File: src/verilog/frt_pkg.sv
// Purpose: Constants and types shared by the free-running timer core.
// Assumes: APB index k sits at byte address 4*k.
// Notes: The whole core state is one packed struct declared here.
package frt_pkg;
  // Register indices; the byte address is four times the index.
  localparam logic [5:0] FRT_IDX_CTRL = 6'h12;
  localparam logic [5:0] FRT_IDX_STAT = 6'h13;
  localparam logic [5:0] FRT_IDX_CAP_HI = 6'h14;
  localparam logic [5:0] FRT_IDX_CAP_LO = 6'h15;
  localparam logic [5:0] FRT_IDX_CMP_HI = 6'h16;
  localparam logic [5:0] FRT_IDX_CMP_LO = 6'h17;
  localparam logic [5:0] FRT_IDX_CNT_HI = 6'h18;
  localparam logic [5:0] FRT_IDX_CNT_LO = 6'h19;
  localparam logic [5:0] FRT_IDX_ALT_HI = 6'h1A;
  localparam logic [5:0] FRT_IDX_ALT_LO = 6'h1B;
  // Control and status bit positions.
  localparam int FRT_BIT_CAP_IE = 7;
  localparam int FRT_BIT_CMP_IE = 6;
  localparam int FRT_BIT_OVF_IE = 5;
  localparam int FRT_BIT_EDGE = 1;
  localparam int FRT_BIT_LEVEL = 0;
  localparam int FRT_BIT_CAP_FLAG = 7;
  localparam int FRT_BIT_CMP_FLAG = 6;
  localparam int FRT_BIT_OVF_FLAG = 5;
  localparam logic [7:0] FRT_CTRL_WMASK = 8'hE3;
  // Counter values and timing.
  localparam logic [15:0] FRT_CNT_RST = 16'hFFFC;
  localparam logic [15:0] FRT_CNT_WRAP = 16'hFFFF;
  localparam logic [15:0] FRT_CNT_ONE = 16'h0001;
  localparam logic [1:0] FRT_PSC_LAST = 2'h3;
  localparam int FRT_CLK_NS = 50;
  localparam int FRT_STARTUP_DEF = 4096;

  typedef struct packed {
    logic psel;
    logic penable;
    logic pwrite;
    logic [7:0] paddr;
    logic [31:0] pwdata;
  } frt_apb_req_t;

  typedef struct packed {
    logic [31:0] prdata;
    logic pready;
    logic pslverr;
  } frt_apb_rsp_t;

  typedef struct packed {
    logic [15:0] count;
    logic [1:0] psc;
    logic [15:0] start_cnt;
    logic started;
    logic [7:0] buf_lo;
    logic buf_valid;
    logic [7:0] ctrl;
    logic icf;
    logic ocf;
    logic ovf;
    logic icf_arm;
    logic ocf_arm;
    logic ovf_arm;
    logic [15:0] capture;
    logic cap_inhibit;
    logic [15:0] compare;
    logic cmp_inhibit;
    logic cmp_level;
    logic [2:0] cap_sync;
    logic irq;
    frt_apb_rsp_t rsp;
  } frt_state_t;

  localparam frt_state_t FRT_STATE_RST = '{count: FRT_CNT_RST, default: '0};
endpackage

File: src/verilog/frt_timer.sv
// Purpose: 16-bit free-running timer with capture, compare and overflow.
// Assumes: APB slave on pclk; capture pin is asynchronous to pclk.
// Notes: Read side effects act at the setup edge, writes at the access edge.
`timescale 1ns/1ps

module frt_timer
  import frt_pkg::*;
#(
  parameter int STARTUP_CYCLES = FRT_STARTUP_DEF
) (
  input logic pclk,
  input logic presetn,
  input logic pclk_en,
  input frt_apb_req_t apb_req,
  output frt_apb_rsp_t apb_rsp,
  input logic capture_input_pin,
  output logic compare_output_pin,
  output logic timer_irq
);

  frt_state_t state_ff;
  frt_state_t nxt_state;

  // Word index of an APB address.
  function automatic logic [5:0] frt_index(input logic [7:0] addr);
    frt_index = addr[7:2];
  endfunction

  // An address hits when word aligned and inside the timer window.
  function automatic logic frt_hit(input logic [7:0] addr);
    logic [5:0] i;
    i = addr[7:2];
    frt_hit = (addr[1:0] == 2'h0) && (i >= FRT_IDX_CTRL) && (i <= FRT_IDX_ALT_LO);
  endfunction

  // Byte returned by a read; low counter bytes use the frozen buffer while it is valid, else the live count.
  function automatic logic [7:0] frt_rbyte(input frt_state_t s, input logic [5:0] i);
    logic [7:0] r;
    r = 8'h00;
    case (i)
      FRT_IDX_CTRL: r = s.ctrl & FRT_CTRL_WMASK;
      FRT_IDX_STAT: r = {s.icf, s.ocf, s.ovf, 5'h00};
      FRT_IDX_CAP_HI: r = s.capture[15:8];
      FRT_IDX_CAP_LO: r = s.capture[7:0];
      FRT_IDX_CMP_HI: r = s.compare[15:8];
      FRT_IDX_CMP_LO: r = s.compare[7:0];
      FRT_IDX_CNT_HI, FRT_IDX_ALT_HI: r = s.count[15:8];
      FRT_IDX_CNT_LO, FRT_IDX_ALT_LO: r = s.buf_valid ? s.buf_lo : s.count[7:0];
      default: r = 8'h00;
    endcase
    frt_rbyte = r;
  endfunction

  logic [5:0] idx;
  logic hit;
  logic setup;
  logic rd_setup;
  logic wr_access;
  logic tick;
  logic wrap;
  logic cap_edge;
  logic match;
  logic cnt_hi_rd;
  logic cnt_lo_rd;

  // Bus phase decode and timer events seen in this cycle.
  assign idx = frt_index(apb_req.paddr);
  assign hit = frt_hit(apb_req.paddr);
  assign setup = apb_req.psel && !apb_req.penable && !state_ff.rsp.pready;
  assign rd_setup = setup && hit && !apb_req.pwrite;
  assign wr_access = apb_req.psel && apb_req.penable && state_ff.rsp.pready && hit && apb_req.pwrite;
  assign tick = state_ff.started && (state_ff.psc == FRT_PSC_LAST);
  assign wrap = tick && (state_ff.count == FRT_CNT_WRAP);
  assign cap_edge = (state_ff.cap_sync[1] != state_ff.cap_sync[2])
    && (state_ff.cap_sync[1] == state_ff.ctrl[FRT_BIT_EDGE]);
  assign match = tick && !state_ff.cmp_inhibit && ((state_ff.count + FRT_CNT_ONE) == state_ff.compare);
  // Both views decode to the same counter bytes; only the low-byte side effects differ.
  assign cnt_hi_rd = rd_setup && ((idx == FRT_IDX_CNT_HI) || (idx == FRT_IDX_ALT_HI));
  assign cnt_lo_rd = rd_setup && ((idx == FRT_IDX_CNT_LO) || (idx == FRT_IDX_ALT_LO));

  // Next state. Clears are applied first and sets last, so an event in
  // the same cycle as its clearing access is never lost.
  always_comb begin
    nxt_state = state_ff;
    // APB answer: one wait-free access phase after every setup.
    nxt_state.rsp.pready = setup;
    if (setup) begin
      nxt_state.rsp.pslverr = !hit;
      nxt_state.rsp.prdata = (hit && !apb_req.pwrite) ? {24'h00_0000, frt_rbyte(state_ff, idx)} : 32'h0000_0000;
    end
    // Read side effects; the counter value itself is never touched.
    if (rd_setup) begin
      case (idx)
        FRT_IDX_STAT: begin
          nxt_state.icf_arm = state_ff.icf;
          nxt_state.ocf_arm = state_ff.ocf;
          nxt_state.ovf_arm = state_ff.ovf;
        end
        FRT_IDX_CAP_HI: nxt_state.cap_inhibit = 1'b1;
        FRT_IDX_CAP_LO: begin
          nxt_state.cap_inhibit = 1'b0;
          if (state_ff.icf_arm) begin
            nxt_state.icf = 1'b0;
            nxt_state.icf_arm = 1'b0;
          end
        end
        FRT_IDX_CMP_LO: begin
          if (state_ff.ocf_arm) begin
            nxt_state.ocf = 1'b0;
            nxt_state.ocf_arm = 1'b0;
          end
        end
        FRT_IDX_CNT_LO: begin
          if (state_ff.ovf_arm) begin
            nxt_state.ovf = 1'b0;
            nxt_state.ovf_arm = 1'b0;
          end
        end
        default: begin
        end
      endcase
    end
    // The alternate low byte only releases the buffer, it never clears.
    if (cnt_hi_rd && !state_ff.buf_valid) begin
      nxt_state.buf_lo = state_ff.count[7:0];
    end
    if (cnt_hi_rd) begin
      nxt_state.buf_valid = 1'b1;
    end
    if (cnt_lo_rd) begin
      nxt_state.buf_valid = 1'b0;
    end
    // Register writes take effect at the access edge only.
    if (wr_access) begin
      case (idx)
        FRT_IDX_CTRL: nxt_state.ctrl = apb_req.pwdata[7:0] & FRT_CTRL_WMASK;
        FRT_IDX_CMP_HI: begin
          nxt_state.compare[15:8] = apb_req.pwdata[7:0];
          nxt_state.cmp_inhibit = 1'b1;
        end
        FRT_IDX_CMP_LO: begin
          nxt_state.compare[7:0] = apb_req.pwdata[7:0];
          nxt_state.cmp_inhibit = 1'b0;
          if (state_ff.ocf_arm) begin
            nxt_state.ocf = 1'b0;
            nxt_state.ocf_arm = 1'b0;
          end
        end
        default: begin
        end
      endcase
    end
    // Start-up hold, then the divide-by-four prescaler and counter.
    // The counter steps on a rising pclk edge, i.e. as the bus clock
    // phase seen by software turns from low to high.
    if (!state_ff.started) begin
      nxt_state.start_cnt = state_ff.start_cnt + 16'h0001;
      if (state_ff.start_cnt == 16'(STARTUP_CYCLES - 1)) begin
        nxt_state.started = 1'b1;
      end
    end else begin
      nxt_state.psc = state_ff.psc + 2'h1;
      if (tick) begin
        nxt_state.count = state_ff.count + FRT_CNT_ONE;
      end
    end
    // Capture pin synchroniser; only stages two and three feed the edge test.
    nxt_state.cap_sync = {state_ff.cap_sync[1:0], capture_input_pin};
    if (cap_edge && !state_ff.cap_inhibit) begin
      nxt_state.capture = state_ff.count;
    end
    // Compare match moves the programmed level to the pin register.
    if (match) begin
      nxt_state.cmp_level = state_ff.ctrl[FRT_BIT_LEVEL];
    end
    // Flag sets win over any clear made above.
    if (cap_edge) begin
      nxt_state.icf = 1'b1;
    end
    if (match) begin
      nxt_state.ocf = 1'b1;
    end
    if (wrap) begin
      nxt_state.ovf = 1'b1;
    end
    // One combined request; each source gated by its enable.
    // The request is registered, so it trails its flag by one cycle.
    nxt_state.irq = (state_ff.icf && state_ff.ctrl[FRT_BIT_CAP_IE])
      || (state_ff.ocf && state_ff.ctrl[FRT_BIT_CMP_IE])
      || (state_ff.ovf && state_ff.ctrl[FRT_BIT_OVF_IE]);
  end

  // State register; a low clock enable freezes everything.
  always_ff @(posedge pclk or negedge presetn) begin
    if (!presetn) begin
      state_ff <= FRT_STATE_RST;
    end else if (pclk_en) begin
      state_ff <= nxt_state;
    end
  end

  // Outputs straight from the state register.
  assign apb_rsp = state_ff.rsp;
  assign compare_output_pin = state_ff.cmp_level;
  assign timer_irq = state_ff.irq;
endmodule

File: config.mk
export PLATFORM = sky130hd
export DESIGN_NAME = frt_timer
export DESIGN_NICKNAME = d
export VERILOG_FILES = /design/src/verilog/frt_pkg.sv /design/src/verilog/frt_timer.sv
export SDC_FILE = /design/constraint.sdc
export NUM_CORES = 1
export LEC_CHECK = 0
export CAP_MARGIN = 20
export CORE_MARGIN = 2
export CORE_UTILIZATION = 30
export CTS_BUF_LIST = sky130_fd_sc_hd__clkbuf_8
export DETAILED_ROUTE_END_ITERATION = 10
export DONT_BUFFER_PORTS = 1
export PLACE_DENSITY = 0.43
export SLEW_MARGIN = 20
export SYNTH_ARGS = -nofsm -noshare
export SYNTH_HDL_FRONTEND = slang
export SYNTH_SLANG_ARGS = --single-unit
File: constraint.sdc
create_clock -name pclk -period 3.6 [get_ports pclk]
set_input_delay 0.72 -clock pclk [delete_from_list [all_inputs] [get_ports pclk]]
set_output_delay 0.72 -clock pclk [all_outputs]
set_load 0.05 [all_outputs]
==> metrics.md, run 1 <==
| Metric | Value |
|---|---|
| Fin. Hold Viols | 0 |
| Vias in the first global route | between 3000 and 4000 |
| Via density | 5.10 |
| Met3 Usage GRT | under 10% |
| Simple logic cell fraction of the synthesized area | 14.3% |
| CP Max Fanout | 9 |
| CP Class | flop to flop |
| Cell row count | 49 |
| Detailed-route via count | 3698 |
| Largest family of logic cells by synthesized area | multiplexers |
| Largest net degree at the start of global routing | 91 |
| CP peak stage delay | around 0.58 ns |
| Reg clk slew, reported paths | 0.11 ns |
| PortBufs | 0 |
| Chip Width | 141 µm |
| RR Startpoint | state_ff[115] |
| Mux share of post-synthesis cell area | 14.4% |
| Slowest-stage cell, CP | dfrtp_1 |
| Commonest cells after routing, fill and taps aside | dfrtp_1, mux2_2, nand2_1 |
| First-pass GRT wire length | 22.5 mm |
| DRC | 0 |
| Compound-Gate Fraction of Synth Area | 8.45% |
| CTS buffer count | 9 |
| Post-synth cell types | 65 |
| Post-synth EDFFs | 0 |
| Buf+Inv Stages, Crit Path | 0 |
| Adder-Cell Fraction of Synth Area | 0.671% |
| Clock Tree Root | clkbuf_8 |
| GRT Util Overall | 15.0% |
| Gr ovfl total | 0 |
| Crit start category | flop |
| N_diodes | 0 |
| First DRT Iteration DRCs | around 220 |
| Met1 Use GR | a little over 20% |
| Pwr/cell area | 388 nW/µm² |
| First drt pass iteration count | 4 |
| Rel. slew slack | 39.8% |
| Post-route ant nets | 0 |
| Worst-Skew Late Latency | 0.40 ns |
| Placement Setup Slack | slightly above 0.8 ns |
| Final setup fails | 0 |
| CTS tree | yes |
| Hold Crit Class | input pin to async pin |
| Final Critical Period | 2.71 ns |
| Post-synth top flop | dfrtp_1 |
| Clock skew | 0.0138 ns |
| Initial antenna violation count | 0 |
| Final net count | ~540 |
| Worst-Margin Slew | 0.896 ns |
| Htree depth | 3 |
| Die height | 141 µm |
| Crit. Startpoint | state_ff[115] |
| Post-synthesis xor/xnor area fraction | 7.83% |
| Gate Count Post-Synth | roughly 520 |
| Syn avg cell area | 10.9 µm² |
| Sequential fraction of the synthesis area | 46.8% |
| Die ar. | 19800 µm² |
| Worst setup EP type | flop |
| GR peak layer | met2 |
| Synth Register Bits | 104 |
| Met2 GRT Util | 24.2% |
| Sink Count | roughly 100 |
| DP HPWL | between 9 and 10 mm |
| Fin util | 32.1% |
| Fin crit share | 75.2% |
| Yosys warns | 0 |
| Commonest non-fill, non-tap cell in the layout | dfrtp_1 |
| Layout fillers | around 1900 |
| VDD IR max | roughly 0.21 mV |
| Routed wire length | 14.2 mm |
| Top Family by Delay on Critical Path | simple AND/OR/NAND/NOR gates |
| CP Cell Sequence | ha_1, and3_1, a31oi_1, nor4_1, o2111ai_1, nor4_2, mux2_1 |
| I/O pin cnt | 83 |
| Drt wl/cell | 19.6 µm |
| Final setup margin | 0.892 ns |
| Netlist area before placement | 5590 µm² |
| RSZ-0062 raised after global routing | false |
| Post-synth ARST share | 100% |
| Max-slew violations | 0 |
| WP data required | 3.89 ns |
| Area Overhead vs Synth | 4.20% |
| Max-cap violations | 0 |
| Initial Util | 30.8% |
| Core Area | around 18000 µm² |
| WP data arrival | approximately 3 ns |
| Setup TNS Final | 0 ns |
| CTS max path bufs | 2 |
| Leak | around 2.6 nW |
| Run status | completed |
| GP Congestion | 0.804 |
| F_max | ~370 MHz |
| Share of layout cells above drive strength 1 | a little over a fifth |
[per-stage QoR]
| step | hold WS, ns | cells | area (µm²) | total power [W] |
|---|---|---|---|---|
| final | 0.160 | 725 | 5830 | 0.00226 |
| after global routing | 0.128 | 725 | 5830 | 0.00236 |
| after CTS | 0.126 | 725 | 5830 | 0.00230 |
| after detailed placement | 0.428 | 708 | 5600 | 0.00147 |
| after global placement | 0.428 | 708 | 5600 | 0.00146 |
| after floorplan | 0.424 | 538 | 5680 | 0.00147 |
[cell usage after synthesis (all sizes together) (2+ instances only)]
library cell	instances	area (µm²)
o21ai	24	120
nor4	5	37.5
dfrtp	90	2250
nor3b	4	30.0
and3	12	80.1
nor2	23	86.3
mux2i	10	100
nand2	37	141
a22o	2	17.5
nor3	10	60.1
a21oi	11	55.1
dfstp	14	368
nand3	26	130
a22oi	7	52.6
nand4	8	56.3
o22ai	3	18.8
inv	4	15.0
xnor2	31	272
xor2	19	166
or3	3	18.8
a32o	2	20.0
ha	3	37.5
nand2b	3	18.8
and4	3	28.8
and2	3	18.8
a221oi	7	61.3
nor2b	6	37.5
buf	48	342
clkbuf	15	56.3
mux2	58	683
[power by group]
group / total (W) / leakage, nW / switching [W] / internal (W)
Clock: 0.000792 / 0.103 / 0.000448 / 0.000344
Sequential: 0.00127 / 1.37 / 0.0000537 / 0.00121
Combinational: 0.000200 / 1.15 / 0.000137 / 0.0000633
Total: 0.00226 / 2.62 / 0.000638 / 0.00162
[flip-flops by register name, indices dropped and copies added (netlist names)]
register / count
compare_output_pin: 1
timer_irq: 1
nxt_state: 2
apb_rsp: 10
state_ff: 90
[layout make-up]
cell class | instances | area (µm²) | area share, %
multi-input combinational | 366 | 2640 | 45.4
tap | 229 | 287 | 4.92
timing repair buffer | 5 | 57.6 | 0.987
clock buffer | 10 | 138 | 2.36
clock inverter | 6 | 65.1 | 1.12
sequential | 104 | 2620 | 44.9
inverter | 5 | 18.8 | 0.322
[path summary, 6_finish.rpt]
kind                                           end  slack, ns  cells past startpoint
worst max-delay path            compare_output_pin       0.89                      7
worst min-delay path                 state_ff[124]       0.16                      0
worst max register to register  compare_output_pin       0.89                      7
worst min register to register       state_ff[108]       0.47                      1
max in group asynchronous             state_ff[93]       3.00                      1
min in group pclk                        timer_irq       0.39                      1
[cell families (layout without fill, tap and decap cells)]
group,Yosys count,count (layout)
flip-flops,104,104
adder cells (fa/ha/maj),3,3
buffers and inverters,68,26
multiplexers,69,69
XOR/XNOR,50,50
other,1,24
AND/OR/NAND/NOR,149,149
AO/OA/AOI/OAI,71,71
[metal layers]
layer | wire length [µm] | part of all wire, %
met3 | 722 | 5.1
met2 | 6680 | 47
met1 | 6640 | 47
met4 | 182 | 1.3
met5 | 0 | 0
[timing repair]
item | 4_1_cts | 5_1_grt
hold endpoints to repair | 90 | 0
hold buffers | 1 | 0
resized for setup | 0 | 0
buffers inserted | 0 | 0
Note: power is estimated with default switching activity, not from simulation.
==> run 2, diff against run 1 <==
--- a/config.mk
+++ b/config.mk
@@ -5,6 +5,7 @@
 export SDC_FILE = /design/constraint.sdc
 export NUM_CORES = 1
 export LEC_CHECK = 0
+export ABC_AREA = 1
 export CAP_MARGIN = 20
 export CORE_MARGIN = 2
 export CORE_UTILIZATION = 30
==> constraint.sdc (replaced) <==
create_clock -name pclk -period 2.72 [get_ports pclk]
set_input_delay 0.544 -clock pclk [delete_from_list [all_inputs] [get_ports pclk]]
set_output_delay 0.544 -clock pclk [all_outputs]
set_load 0.05 [all_outputs]
==> metrics.md, run 2 <==
| Metric | Value |
|---|---|
| Run status | finished, violations left |
| Failing checks | hold timing |
| Worst setup EP type | flop |
| Slowest-stage cell, CP | dfrtp_1 |
| CP most frequent cell | nand2_1 |
| First-pass GRT wire length | 24.3 mm (+8.3%) |
| Die height | 142 µm (+1.2%) |
| Max-cap violations | 0 (unchanged) |
| Htree depth | 3 (unchanged) |
| CTS max path bufs | 2 (unchanged) |
| Crit start category | flop |
| RR Startpoint | state_ff[116] |
| I/O pin cnt | 83 (unchanged) |
| Max-slew violations | 0 (unchanged) |
| Routed wire length | 15.2 mm (+7.2%) |
| Leading area contributor after synthesis | dfrtp_1 |
| PortBufs | 0 (unchanged) |
| First drt pass iteration count | 5 (+1) |
| Worst path depth | 14 (+7) |
| Post-CTS setup buffers | 0 (unchanged) |
| CP Cell Sequence | ha_1, nand2_2, nor2_1, nand3_1, nand2_1, nand2_1, nand2_1, nand2_1, inv_1, nand2_1, nor2_2, nand3_1, nand2_1, nand2_1 |
| Clock skew | 0.0138 ns (+0.00000100 ns) |
| Post-synth cell types | 48 (-26%) |
| Synth top cells by count | nand2_1, inv_1, dfrtp_1 |
| Largest register FFs | 90 (unchanged) |
| Post-route ant nets | 0 (unchanged) |
| Hold Crit Class | input pin to async pin |
| Post-synth top flop | dfrtp_1 |
| GRT Util Overall | 15.9% (+0.82 points) |
| Detailed-route via count | 4605 (+25%) |
| Initial Util | 30.6% (-0.18 points) |
| CTS tree | yes |
| GP Congestion | 0.875 (+8.7%) |
| Worst-Margin Slew | 0.552 ns (-0.344 ns) |
| Gr ovfl total | 0 (unchanged) |
| Vias in the first global route | 4286 (+17%) |
| Initial antenna violation count | 0 (unchanged) |
| Commonest non-fill, non-tap cell in the layout | nand2_1 |
| Core Area | 18700 µm² (+3.1%) |
| Chip Width | 142 µm (+1.2%) |
| Setup TNS Final | 0 ns (unchanged) |
| CP Max Fanout | 7 (-2) |
| Rel. slew slack | 62.7% (+23 points) |
| WP data required | 3.01 ns (-0.88 ns) |
| CTS buffer count | 9 (unchanged) |
| Largest net degree at the start of global routing | 105 (+15%) |
| Via density | 4.75 (-6.8%) |
| Share of layout cells above drive strength 1 | 10.1% (-11 points) |
| CP peak stage delay | 0.49 ns (-0.09 ns) |
| R2R depth | 14 (+7) |
| Layout fillers | 2024 (+8.9%) |
| Top Family by Delay on Critical Path | simple AND/OR/NAND/NOR gates |
| Crit. Startpoint | state_ff[116] |
| Fin. Hold Viols | 91 (+91) |
| Sink Count | 104 (unchanged) |
| Final Critical Period | 2.15 ns (-0.561 ns) |
| Top cells by area, synth | dfrtp_1, nand2_1, dfstp_2 |
| Syn avg cell area | 7.81 µm² (-28%) |
| Die ar. | 20200 µm² (+2.4%) |
| Worst-Skew Late Latency | 0.39 ns (about the same) |
| Min Hold Slack | -0.166 ns (-0.326 ns) |
| Fin crit share | 78.9% (+3.7 points) |
| CP Class | flop to flop |
| Yosys warns | 0 (unchanged) |
| Clock Tree Root | clkbuf_8 |
| F_max | 466 MHz (+26%) |
| Post-CTS sizing | 0 (unchanged) |
| Area Overhead vs Synth | 6.11% |
| Gate Count Post-Synth | 734 (+43%) |
| Netlist area before placement | 5730 µm² (+2.5%) |
| Cell row count | 50 (+2.0%) |
| Leak | 2.80 nW (+7.0%) |
| Sequential fraction of the synthesis area | 45.7% (-1.1 points) |
| Flop2flop setup slack | 0.57 ns (-0.32 ns) |
| Most flops, register | state_ff |
| Post-synth ARST share | 100% (unchanged) |
| First DRT Iteration DRCs | 236 (+8.3%) |
| Worst R2R End | compare_output_pin |
| DRC | 0 (unchanged) |
| Synth Register Bits | 104 (unchanged) |
| DP HPWL | 11.7 mm (+23%) |
| Final setup fails | 0 (unchanged) |
| Commonest cells after routing, fill and taps aside | nand2_1, inv_1, dfrtp_1 |
| WP data arrival | 2.44 ns (-0.56 ns) |
| Power Total | 0.00368 W (+63%) |
| Reg clk slew, reported paths | 0.11 ns (about the same) |
| N_diodes | 0 (unchanged) |
| Synth top area share | 39.3% (-0.97 points) |
| Drt wl/cell | 15.7 µm (-20%) |
| Pwr/cell area | 605 nW/µm² (+56%) |
| Final net count | 780 (+44%) |
| VDD IR max | 0.239 mV (+15%) |
| Buf+Inv Stages, Crit Path | 1 (+1) |
| RSZ-0062 raised after global routing | false |
| Crit path to | compare_output_pin |
| Count leader, synth | nand2_1 |
| Post-synth EDFFs | 0 (unchanged) |
==> run 2: cell count changes after synthesis, moves of 9 or more <==
cell,delta
nand2_1,+164
mux2i_1,-10
nand3_1,+14
mux2_2,-48
and3_1,-11
o21ai_0,+41
o21ai_2,+9
xor2_1,-9
xnor2_1,-26
clkbuf_1,-9
inv_1,+88
nor2_1,+33
o21ai_1,+10
==> run 2: kinds of logic (layout without fill, tap and decap cells) <==
kind of cell	Yosys count	in the layout	synth area share [%]
AO/OA/AOI/OAI	127	127	12.8
XOR/XNOR	16	16	2.68
adder cells (fa/ha/maj)	3	3	0.655
buffers and inverters	144	122	11.9
flip-flops	104	104	45.7
multiplexers	1	1	0.196
other	1	24	0.0654
AND/OR/NAND/NOR	338	338	26.0
==> run 2: power by group <==
part	internal [W]	total [W]	switching (W)
clock network	0.000549	0.00113	0.000576
logic	0.000205	0.000676	0.000471
registers	0.00173	0.00188	0.000147
==> run 2: worst min-delay path by stage <==
stage                        from             to  slack, ns  cells after the start
final                     presetn     apb_rsp[1]      -0.17                      0
after global routing      presetn  state_ff[108]      -0.20                      0
after CTS                 presetn  state_ff[108]      -0.19                      0
after detailed placement  presetn  state_ff[106]       0.25                      0
after global placement    presetn  state_ff[108]       0.25                      0
after floorplan           presetn     apb_rsp[0]       0.25                      0
==> run 2: area by class of cell <==
class,count,area [µm²],area share [%]
clock buffers,10,138,2.26
clock inverters,6,90.1,1.48
inverters,99,374,6.15
multi-input cells,509,2510,41.3
flip-flops and latches,104,2620,43.1
well taps,234,293,4.81
repair buffers,7,52.6,0.864
==> run 2: layer usage <==
metal / global-route usage (%) / wire [µm] / vias to the layer above
li1: - / - / 2305
met1: 23.3 / 7730 / 2161
met2: 23.4 / 6490 / 126
met3: 3.33 / 787 / 13
met4: 4.74 / 234 / 0
met5: 0 / 0 / -
==> run 2: worst reg2reg max path, cell delays in order, from the launching register on <==
cell and delay, ns:
dfrtp_1 0.49, ha_1 0.24, nand2_2 0.11, nor2_1 0.33, nand3_1 0.16, nand2_1 0.11, nand2_1 0.05, nand2_1 0.05
nand2_1 0.05, inv_1 0.04, nand2_1 0.05, nor2_2 0.12, nand3_1 0.12, nand2_1 0.07, nand2_1 0.05
==> run 2: through the flow <==
step	hold WS, ns	util (%)	instance area [µm²]	setup WS (ns)	instances
floorplan	0.248	-	5820	0.966	757
global placement	0.250	31.3	5850	0.583	953
detailed placement	0.250	31.3	5850	0.581	953
CTS	-0.194	32.5	6080	0.572	969
global route	-0.198	32.5	6080	0.297	969
finish	-0.166	32.5	6080	0.573	969
